--- config.mk ---
export PLATFORM = sky130hd
export DESIGN_NAME = swrt_seq
export DESIGN_NICKNAME = d
export VERILOG_FILES = /design/src/swrt_seq.v
export VERILOG_INCLUDE_DIRS = /design/src /design/src/src
export SDC_FILE = /design/constraint.sdc
export NUM_CORES = 1
export LEC_CHECK = 0
export ABC_AREA = 1
export BUFFER_PORTS_ARGS = -buffer_cell sky130_fd_sc_hd__buf_4
export CAP_MARGIN = 20
export CORE_AREA = 2 2 192 194
export CTS_CLUSTER_DIAMETER = 40
export CTS_CLUSTER_SIZE = 12
export DETAILED_ROUTE_END_ITERATION = 12
export DIE_AREA = 0 0 194 196
export PLACE_DENSITY = 0.67
export SYNTH_ARGS = -nofsm -noshare
export SYNTH_HDL_FRONTEND = slang
export SYNTH_SLANG_ARGS = --single-unit
--- constraint.sdc ---
create_clock -name ref_clk -period 2.7 [get_ports ref_clk]
set_clock_uncertainty 0.2 [all_clocks]
set_input_delay 0.54 -clock ref_clk [delete_from_list [all_inputs] [get_ports ref_clk]]
set_output_delay 0.54 -clock ref_clk [all_outputs]
set_load 0.1 [all_outputs]
--- src/swrt_seq_defines.vh ---
// constants for the sequencer wait and reset timing block
// assumes a 200 MHz clock and word-aligned APB registers
`ifndef SWRT_SEQ_DEFINES_VH
`define SWRT_SEQ_DEFINES_VH
// *****************************
// register indices, byte address is four times the index
// *****************************
`define SWRT_IDX_SLOT 8'h81
`define SWRT_IDX_SLOT_TIME 8'h82
`define SWRT_IDX_OUT_A 8'h90
`define SWRT_IDX_OUT_B 8'h91
`define SWRT_IDX_GATE 8'h92
`define SWRT_IDX_DOMAIN 8'h95
`define SWRT_IDX_PARTIAL 8'h96
`define SWRT_IDX_HOLD 8'h97
`define SWRT_IDX_SPARE 8'h98
`define SWRT_IDX_RELEASE 8'h99
`define SWRT_IDX_LIM_A 8'h9a
`define SWRT_IDX_LIM_B 8'h9b
`define SWRT_IDX_CTRL 8'ha0
// *****************************
// field positions
// *****************************
`define SWRT_HI_NIB 7:4
`define SWRT_LO_NIB 3:0
`define SWRT_DIR_F 7:6
`define SWRT_TOUT_BIT 5
`define SWRT_MODE_BIT 4
`define SWRT_TRIG_F 7:6
`define SWRT_RTIME_F 5:0
`define SWRT_CTRL_UP 0
`define SWRT_CTRL_DOWN 1
`define SWRT_CTRL_PART 2
`define SWRT_CTRL_TGT 5:4
// *****************************
// reset values and encodings
// *****************************
`define SWRT_REG_RST 8'h00
`define SWRT_TRIG_WAKE 2'h0
`define SWRT_TRIG_SYS 2'h1
`define SWRT_TRIG_PWR 2'h2
`define SWRT_TRIG_BOOT 2'h3
// *****************************
// timing
// *****************************
`define SWRT_CLK_MHZ 200
`define SWRT_TICK_CYCLES (`SWRT_CLK_MHZ)
`define SWRT_TIMEOUT_MS 500
`define SWRT_TIMEOUT_US 24'd500000
`define SWRT_REL_STEP_US 1024
`define SWRT_REL_BIG_US 32768
`define SWRT_LIM_BASE_MA 1500
`define SWRT_PRO_BASE_MA 500
`define SWRT_LIM_STEP_MA 100
`endif

--- src/swrt_seq.v ---
// sequencer slot engine with gate wait, reset release timer
// and buck current limit decode, all behind an APB slave
// assumes inputs merge_mode, full_current_mode, reset_output_mode
// come from logic on ref_clk; pins are synchronised here
//
// Notes on behaviour
// - output pin a rises at its low slot, falls at its high slot.
// - output pin b rises at its low slot, falls at its high slot.
// - progress holds at the gate slot, on gating input or delay timer.
// - system and power end pointers end the respective up sequences.
// - partial power-down stops at the partial shutdown slot.
// - final pointer is the highest slot counted to.
// - two-bit direction chooses never, up only, down only, both.
// - timeout bit ends an input wait after 500 ms.
// - wait kind bit picks gating input or delay timer.
// - four-bit code sets timer wait, 512 us doubling to 8.4 s.
// - two-bit field picks the event starting the reset timer.
// - release time in 1.024 ms steps, then 32.768 ms steps.
// - memory buck limit 1500 mA plus 100 mA steps, doubled merged.
// - io and peripheral buck limits 1500 mA to 3000 mA.
// - processor buck limit 500 mA plus 100 mA steps, doubled at full current.
// - current slot pointer is readable and compared to slot fields.
// - each slot lasts the time chosen by the duration code.
//
// Register access over APB was left to the implementer.
`timescale 1ns/1ps
`include "swrt_seq_defines.vh"

module swrt_seq #(
    parameter TICK_CYCLES = `SWRT_TICK_CYCLES
) (
    input wire ref_clk,
    input wire resetn,
    input wire psel,
    input wire penable,
    input wire pwrite,
    input wire [11:0] paddr,
    input wire [31:0] pwdata,
    output reg [31:0] prdata,
    output reg pready,
    output reg pslverr,
    input wire gating_input,
    input wire outside_wakeup,
    input wire merge_mode,
    input wire full_current_mode,
    input wire reset_output_mode,
    output reg output_pin_a,
    output reg output_pin_b,
    output reg system_domain_up,
    output reg power_domain_up,
    output reg reset_release,
    output reg seq_busy,
    output reg [3:0] current_slot,
    output reg [12:0] mem_buck_limit,
    output reg [12:0] io_buck_limit,
    output reg [12:0] peripheral_buck_limit,
    output reg [12:0] processor_buck_limit
);

// *****************************
// states and functions
// *****************************
localparam S_IDLE = 3'b001;
localparam S_RUN = 3'b010;
localparam S_WAIT = 3'b100;
// slot duration in microseconds
function [23:0] slot_us;
    input [3:0] code;
    begin
        case (code)
            4'h9: slot_us = 24'd384;
            4'ha: slot_us = 24'd448;
            4'hb: slot_us = 24'd512;
            4'hc: slot_us = 24'd1024;
            4'hd: slot_us = 24'd2048;
            4'he: slot_us = 24'd4096;
            4'hf: slot_us = 24'd8192;
            default: slot_us = {15'h0, code + 5'h1, 4'h0} << 1;
        endcase
    end
endfunction
// delay-timer wait in microseconds
function [23:0] wait_us;
    input [3:0] code;
    begin
        if (code == 4'h0) begin
            wait_us = 24'h0;
        end else begin
            wait_us = 24'd512 << (code - 4'h1);
        end
    end
endfunction
// release time in microseconds
function [20:0] release_us;
    input [5:0] code;
    begin
        if (code <= 6'd32) begin
            release_us = {15'h0, code} * 21'd`SWRT_REL_STEP_US;
        end else begin
            release_us = {15'h0, code - 6'd31} * 21'd`SWRT_REL_BIG_US;
        end
    end
endfunction
// 1500 mA base limit
function [12:0] hi_lim;
    input [3:0] code;
    begin
        hi_lim = 13'd`SWRT_LIM_BASE_MA + {9'h0, code} * 13'd100;
    end
endfunction

// *****************************
// declarations
// *****************************
reg [7:0] slot_time_reg, out_a_reg, out_b_reg, gate_reg, domain_reg;
reg [7:0] partial_reg, hold_reg, release_reg, lim_a_reg, lim_b_reg;
reg [5:0] ctrl_reg;
reg [2:0] state_reg;
reg dir_down_reg, enter_reg, waited_reg, us_tick_reg, boot_reg, rel_run_reg;
reg gate_s1_reg, gate_s2_reg, wake_s1_reg, wake_s2_reg, wake_d_reg;
reg [3:0] end_reg, up_end;
reg [23:0] timer_reg;
reg [7:0] tick_cnt_reg;
reg [20:0] rel_cnt_reg;
reg [31:0] rd_next;
reg hit, up_cmd, down_cmd, trig, gate_here;
wire [7:0] idx = paddr[9:2];
wire aligned = (paddr[11:10] == 2'b00) && (paddr[1:0] == 2'b00);
wire wr_go = psel && penable && pready && pwrite && !pslverr;
// *****************************
// apb slave: one wait state, errors on unmapped words
// *****************************
always @* begin
    rd_next = 32'h0;
    hit = aligned;
    case (idx)
        `SWRT_IDX_SLOT: rd_next[3:0] = current_slot;
        `SWRT_IDX_SLOT_TIME: rd_next[7:0] = slot_time_reg;
        `SWRT_IDX_OUT_A: rd_next[7:0] = out_a_reg;
        `SWRT_IDX_OUT_B: rd_next[7:0] = out_b_reg;
        `SWRT_IDX_GATE: rd_next[7:0] = gate_reg;
        `SWRT_IDX_DOMAIN: rd_next[7:0] = domain_reg;
        `SWRT_IDX_PARTIAL: rd_next[7:0] = partial_reg;
        `SWRT_IDX_HOLD: rd_next[7:0] = hold_reg;
        `SWRT_IDX_SPARE: rd_next = 32'h0;
        `SWRT_IDX_RELEASE: rd_next[7:0] = release_reg;
        `SWRT_IDX_LIM_A: rd_next[7:0] = lim_a_reg;
        `SWRT_IDX_LIM_B: rd_next[7:0] = lim_b_reg;
        `SWRT_IDX_CTRL: rd_next[7:0] = {1'b0, reset_release,
            power_domain_up, system_domain_up, state_reg == S_WAIT,
            dir_down_reg, ctrl_reg[`SWRT_CTRL_PART], seq_busy};
        default: hit = 1'b0;
    endcase
end
always @(posedge ref_clk or negedge resetn) begin
    if (!resetn) begin
        pready <= 1'b0;
        pslverr <= 1'b0;
        prdata <= 32'h0;
    end else begin
        pready <= psel && penable && !pready;
        pslverr <= psel && penable && !pready && !hit;
        if (psel && penable && !pready) begin
            prdata <= pwrite ? 32'h0 : rd_next;
        end
    end
end
always @(posedge ref_clk or negedge resetn) begin
    if (!resetn) begin
        slot_time_reg <= `SWRT_REG_RST;
        out_a_reg <= `SWRT_REG_RST;
        out_b_reg <= `SWRT_REG_RST;
        gate_reg <= `SWRT_REG_RST;
        domain_reg <= `SWRT_REG_RST;
        partial_reg <= `SWRT_REG_RST;
        hold_reg <= `SWRT_REG_RST;
        release_reg <= `SWRT_REG_RST;
        lim_a_reg <= `SWRT_REG_RST;
        lim_b_reg <= `SWRT_REG_RST;
        ctrl_reg <= 6'h0;
    end else begin
        if (wr_go) begin
            case (idx)
                `SWRT_IDX_SLOT_TIME: slot_time_reg <= pwdata[7:0];
                `SWRT_IDX_OUT_A: out_a_reg <= pwdata[7:0];
                `SWRT_IDX_OUT_B: out_b_reg <= pwdata[7:0];
                `SWRT_IDX_GATE: gate_reg <= pwdata[7:0];
                `SWRT_IDX_DOMAIN: domain_reg <= pwdata[7:0];
                `SWRT_IDX_PARTIAL: partial_reg <= pwdata[7:0];
                `SWRT_IDX_HOLD: hold_reg <= pwdata[7:0];
                `SWRT_IDX_RELEASE: release_reg <= pwdata[7:0];
                `SWRT_IDX_LIM_A: lim_a_reg <= pwdata[7:0];
                `SWRT_IDX_LIM_B: lim_b_reg <= pwdata[7:0];
                `SWRT_IDX_CTRL: ctrl_reg <= pwdata[5:0];
                default: ctrl_reg <= ctrl_reg;
            endcase
        end
    end
end
// start commands are pulses taken only while idle
always @* begin
    up_cmd = wr_go && (idx == `SWRT_IDX_CTRL) && pwdata[`SWRT_CTRL_UP]
        && (state_reg == S_IDLE);
    down_cmd = wr_go && (idx == `SWRT_IDX_CTRL) && !pwdata[`SWRT_CTRL_UP]
        && pwdata[`SWRT_CTRL_DOWN] && (state_reg == S_IDLE);
    case (pwdata[`SWRT_CTRL_TGT])
        2'h0: up_end = domain_reg[`SWRT_LO_NIB];
        2'h1: up_end = domain_reg[`SWRT_HI_NIB];
        default: up_end = partial_reg[`SWRT_LO_NIB];
    endcase
    gate_here = (current_slot == gate_reg[`SWRT_LO_NIB]) && !waited_reg &&
        (dir_down_reg ? hold_reg[7] : hold_reg[6]);
end

// *****************************
// microsecond timebase and pin synchronisers
// *****************************
always @(posedge ref_clk or negedge resetn) begin
    if (!resetn) begin
        tick_cnt_reg <= 8'h0;
        us_tick_reg <= 1'b0;
        gate_s1_reg <= 1'b0;
        gate_s2_reg <= 1'b0;
        wake_s1_reg <= 1'b0;
        wake_s2_reg <= 1'b0;
        wake_d_reg <= 1'b0;
    end else begin
        us_tick_reg <= (tick_cnt_reg == TICK_CYCLES - 1);
        if (tick_cnt_reg == TICK_CYCLES - 1) begin
            tick_cnt_reg <= 8'h0;
        end else begin
            tick_cnt_reg <= tick_cnt_reg + 8'h1;
        end
        gate_s1_reg <= gating_input;
        gate_s2_reg <= gate_s1_reg;
        wake_s1_reg <= outside_wakeup;
        wake_s2_reg <= wake_s1_reg;
        wake_d_reg <= wake_s2_reg;
    end
end

// *****************************
// slot sequencer
// *****************************
always @(posedge ref_clk or negedge resetn) begin
    if (!resetn) begin
        state_reg <= S_IDLE;
        dir_down_reg <= 1'b0;
        enter_reg <= 1'b0;
        waited_reg <= 1'b0;
        end_reg <= 4'h0;
        timer_reg <= 24'h0;
        current_slot <= 4'h0;
        seq_busy <= 1'b0;
        output_pin_a <= 1'b0;
        output_pin_b <= 1'b0;
        system_domain_up <= 1'b0;
        power_domain_up <= 1'b0;
    end else begin
        enter_reg <= 1'b0;
        if (enter_reg) begin
            timer_reg <= slot_us(slot_time_reg[`SWRT_LO_NIB]);
            waited_reg <= 1'b0;
            if (!dir_down_reg) begin
                if (current_slot == out_a_reg[`SWRT_LO_NIB]) begin
                    output_pin_a <= 1'b1;
                end
                if (current_slot == out_b_reg[`SWRT_LO_NIB]) begin
                    output_pin_b <= 1'b1;
                end
            end else begin
                if (current_slot == out_a_reg[`SWRT_HI_NIB]) begin
                    output_pin_a <= 1'b0;
                end
                if (current_slot == out_b_reg[`SWRT_HI_NIB]) begin
                    output_pin_b <= 1'b0;
                end
            end
            if (current_slot == domain_reg[`SWRT_LO_NIB]) begin
                system_domain_up <= !dir_down_reg;
            end
            if (current_slot == domain_reg[`SWRT_HI_NIB]) begin
                power_domain_up <= !dir_down_reg;
            end
        end
        case (state_reg)
            S_IDLE: begin
                seq_busy <= up_cmd || down_cmd;
                if (up_cmd || down_cmd) begin
                    dir_down_reg <= down_cmd;
                    end_reg <= down_cmd ? (pwdata[`SWRT_CTRL_PART] ?
                        partial_reg[`SWRT_HI_NIB] : 4'h0) : up_end;
                    enter_reg <= 1'b1;
                    state_reg <= S_RUN;
                end
            end
            S_RUN: begin
                if (!enter_reg && timer_reg == 24'h0) begin
                    if (gate_here) begin
                        waited_reg <= 1'b1;
                        state_reg <= S_WAIT;
                        timer_reg <= hold_reg[`SWRT_MODE_BIT] ?
                            wait_us(hold_reg[`SWRT_LO_NIB]) :
                            `SWRT_TIMEOUT_US;
                    end else if (current_slot == end_reg ||
                        (!dir_down_reg && current_slot == 4'hf) ||
                        (dir_down_reg && current_slot == 4'h0)) begin
                        state_reg <= S_IDLE;
                        seq_busy <= 1'b0;
                    end else begin
                        current_slot <= dir_down_reg ?
                            current_slot - 4'h1 : current_slot + 4'h1;
                        enter_reg <= 1'b1;
                    end
                end else if (!enter_reg && us_tick_reg) begin
                    timer_reg <= timer_reg - 24'h1;
                end
            end
            S_WAIT: begin
                if (hold_reg[`SWRT_MODE_BIT] ? timer_reg == 24'h0 :
                    (gate_s2_reg || (hold_reg[`SWRT_TOUT_BIT] &&
                    timer_reg == 24'h0))) begin
                    state_reg <= S_RUN;
                    timer_reg <= 24'h0;
                end else if (us_tick_reg && timer_reg != 24'h0) begin
                    timer_reg <= timer_reg - 24'h1;
                end
            end
            default: begin
                state_reg <= S_IDLE;
                seq_busy <= 1'b0;
            end
        endcase
    end
end

// *****************************
// reset release timer
// *****************************
always @* begin
    case (release_reg[`SWRT_TRIG_F])
        `SWRT_TRIG_WAKE: trig = wake_s2_reg && !wake_d_reg;
        `SWRT_TRIG_SYS: trig = enter_reg && !dir_down_reg &&
            current_slot == domain_reg[`SWRT_LO_NIB];
        `SWRT_TRIG_PWR: trig = enter_reg && !dir_down_reg &&
            current_slot == domain_reg[`SWRT_HI_NIB];
        default: trig = boot_reg && !reset_output_mode;
    endcase
end
always @(posedge ref_clk or negedge resetn) begin
    if (!resetn) begin
        boot_reg <= 1'b1;
        rel_run_reg <= 1'b0;
        rel_cnt_reg <= 21'h0;
        reset_release <= 1'b0;
    end else begin
        boot_reg <= 1'b0;
        if (down_cmd) begin
            rel_run_reg <= 1'b0;
            reset_release <= 1'b0;
        end else if (trig) begin
            rel_run_reg <= 1'b1;
            rel_cnt_reg <= release_us(release_reg[`SWRT_RTIME_F]);
        end else if (rel_run_reg) begin
            if (rel_cnt_reg == 21'h0) begin
                rel_run_reg <= 1'b0;
                reset_release <= 1'b1;
            end else if (us_tick_reg) begin
                rel_cnt_reg <= rel_cnt_reg - 21'h1;
            end
        end
    end
end

// *****************************
// buck current limits in mA
// *****************************
always @(posedge ref_clk or negedge resetn) begin
    if (!resetn) begin
        mem_buck_limit <= 13'h0;
        io_buck_limit <= 13'h0;
        peripheral_buck_limit <= 13'h0;
        processor_buck_limit <= 13'h0;
    end else begin
        mem_buck_limit <= hi_lim(lim_a_reg[`SWRT_HI_NIB]) <<
            merge_mode;
        io_buck_limit <= hi_lim(lim_a_reg[`SWRT_LO_NIB]);
        peripheral_buck_limit <= hi_lim(lim_b_reg[`SWRT_HI_NIB]);
        processor_buck_limit <= (13'd`SWRT_PRO_BASE_MA +
            {9'h0, lim_b_reg[`SWRT_LO_NIB]} * 13'd100) <<
            full_current_mode;
    end
end

endmodule // swrt_seq

==> metrics.yaml <==
placed_design:
  postPlaceCellArea_um2: 14900
  dp_cells: 2375
  port_buffers: 91
  dpl.hpwl_mm: 28.9
  place.gp.congestion: 0.956
cts:
  clock_sinks: 214
  cts_root_buf: "clkbuf_16"
  cts_buffers: 38
  cts_tree: "built"
  clk_latency_ns: 0.53
  clk_path_buf_depth: 3
  htreeDepth: 2
  clk_pin_slew_ns: 0.05
synthesis:
  yosysWarningCount: 0
  syn_area_um2: 13500
  synth_ff_type: "dfrtp_1"
  synth-edff-count: 0
  async_flop_share_pct: 100
  synth_top_area_share_pct: 39.3
  ys_types: 55
  ys_seq_area_share_pct: 39.6
  synth-seq-cells: 214
  postSynthAreaPerCell_um2: 7.50
  synth_top_cell_by_area: "dfrtp_1"
  synthTopCellsByArea: "dfrtp_1 (39%), nand2_1 (13%), o21ai_0 (5.9%), ha_1 (5.6%), nand3_1 (5.2%)"
  synth_cells: 1802
critical_path:
  r2r_end: "mem_buck_limit[10]$_DFF_PN0_"
  end_kind: "flop"
  cp.arrival_ns: 2.78
  crit_path_max_fanout: 4
  r2r_slack_ns: 0.12
  critical_path_class: "flop to flop"
  r2r_cells: 9
  rr_startpoint: "lim_a_reg[5]$_DFFE_PN0P_"
  critPathLaunchType: "flop"
  worst_ep_required_time_ns: 2.90
layout:
  antenna_cells: 0
  largest_register_ffs: 24
  layout.cells.non_filler: 2448
  final_area_um2: 16300
  fin_util_pct: 45.1
  final_cell_mix: "nand2_1 (480), dfrtp_1 (210), nor2_1 (174), inv_1 (172), o21ai_0 (155)"
  layout_commonest_cell: "nand2_1"
  finalNetCount: 2072
  areaGrowthSynthToFinish_pct: 20.6
  layout-drive-gt1-share_pct: 13.5
timing:
  max_freq_mhz: 387
  finalHoldViolCount: 0
  finalSetupViolations: 0
  relSlewSlack_pct: 46.9
  fin_crit_ns: 2.58
  rsz0062_at_grt: "false"
  tns_ns: 0
  timing.final.crit_share_pct: 95.7
  tightestPinTransition_ns: 0.797
  slew_viol_final: 0
detailed_routing:
  drc: 0
  drtIter0Drc: 1256
  routedWlPerCell_um: 16.0
  via_count: 12500
  drt-pass1-iter-count: 5
  via_per_inst: 5.13
  routed_wl_mm: 39.1
  ant_nets: 0
hold_path:
  hold_end: "mem_buck_limit[2]$_DFF_PN0_"
  worstHoldStart: "merge_mode"
  hold_class: "input port to flop"
  hold-path-cell-count: 2
global_routing:
  grt_antenna_before_repair: 0
  grt_max_degree: 77
  grt_pass1_wl_mm: 64.0
  grt_usage_pct: 20.8
  grt_pass1_vias: 12300
  overflow: 0
floorplanning:
  die_area_um2: 38000
  initial_core_util_pct: 37.4
  ios: 150
  dieWidth_um: 194
  core-area_um2: 36100
  row_count: 70
  die_h_um: 196
outcome:
  status: "complete, no violations"
power:
  leakagePower_uw: 0.00821
  total_power_uw: 9830
  vdd_ir_drop_max_v: 0.000425
  power_density_nw_per_um2: 603
run:
  drv_cap: 0
-- critical path, stage by stage (launching register included) --
cell and delay, ns:
dfrtp_1 0.41, inv_1 0.12, ha_1 0.33, ha_1 0.24, fa_1 0.45, xor2_2 0.22, nor2_1 0.09, nand2_1 0.08
xnor2_1 0.21, mux2i_1 0.11
-- where the power goes --
group,switching [µW],internal [µW],total (µW)
clock,1750,3020,4780
combinational,1070,476,1540
sequential,149,3360,3510
total,2970,6860,9830
-- stage by stage --
stage / hold slack, ns / setup slack (ns)
CTS: 0.0382 / 0.0320
global route: 0.0499 / 0.00179
detailed placement: 0.138 / 0.0622
floorplan: 0.0444 / 0.0514
finish: 0.0573 / 0.116
global placement: 0.139 / 0.0990
-- final cells by class --
cell class	instances	area, µm²
Fill cell	3550	19800
Clock buffer	45	1020
Inverter	186	698
Clock inverter	23	245
Timing Repair Buffer	155	1230
Sequential cell	214	5360
Multi-Input combinational cell	1357	7150
Tap cell	468	586
-- cells by family (layout without fill, tap and decap cells) --
logic type,after synthesis,count (layout),synth area share [%]
multiplexers,4,4,0.306
AND/OR/NAND/NOR,883,883,27.5
XOR/XNOR,88,88,5.70
AO/OA/AOI/OAI,281,281,11.7
buffers and inverters,265,409,8.66
adder cells (fa/ha/maj),66,66,6.39
flip-flops,214,214,39.6
other,1,35,0.0278
-- worst max-delay path by stage --
stage	start	to	slack, ns
floorplan	current_slot[2]$_DFFE_PN0P_	timer_reg[18]$_DFF_PN0_	0.05
global route	timer_reg[8]$_DFF_PN0_	timer_reg[20]$_DFF_PN0_	0.002
global placement	lim_b_reg[5]$_DFFE_PN0P_	peripheral_buck_limit[10]$_DFF_PN0_	0.1
detailed placement	lim_b_reg[5]$_DFFE_PN0P_	peripheral_buck_limit[10]$_DFF_PN0_	0.06
CTS	lim_b_reg[5]$_DFFE_PN0P_	peripheral_buck_limit[10]$_DFF_PN0_	0.03
finish	lim_a_reg[5]$_DFFE_PN0P_	mem_buck_limit[10]$_DFF_PN0_	0.12
-- synth_stat cells (7+ instances only) --
library cell and instances:
nor2_1 175, clkinv_1 7, a21oi_1 49, nand2_1 480, inv_1 173, o21a_1 7, nor3_1 25, nand4_1 28
nand3_1 140, xnor2_1 35, o22ai_1 24, xor2_1 53, nor2_2 8, buf_4 37, dfrtp_1 212, buf_2 11
o21ai_0 158, o211ai_1 11, ha_1 61, clkbuf_1 27
-- metal layers --
| layer | up-vias | global-route usage (%) | wire length (µm) |
|---|---|---|---|
| li1 | 6113 | - | - |
| met1 | 5867 | 28.1 | 17100 |
| met2 | 485 | 32.8 | 17800 |
| met3 | 82 | 4.74 | 3030 |
| met4 | 0 | 7.01 | 1180 |
| met5 | - | 0 | 0 |
-- what timing repair did --
item	in CTS	in global routing
hold endpoints to repair	70	0
setup buffers	0	2
hold buffers	3	0
setup endpoints to repair	0	22
resized for setup	0	12
No activity file was read; power rests on OpenSTA's default activity.
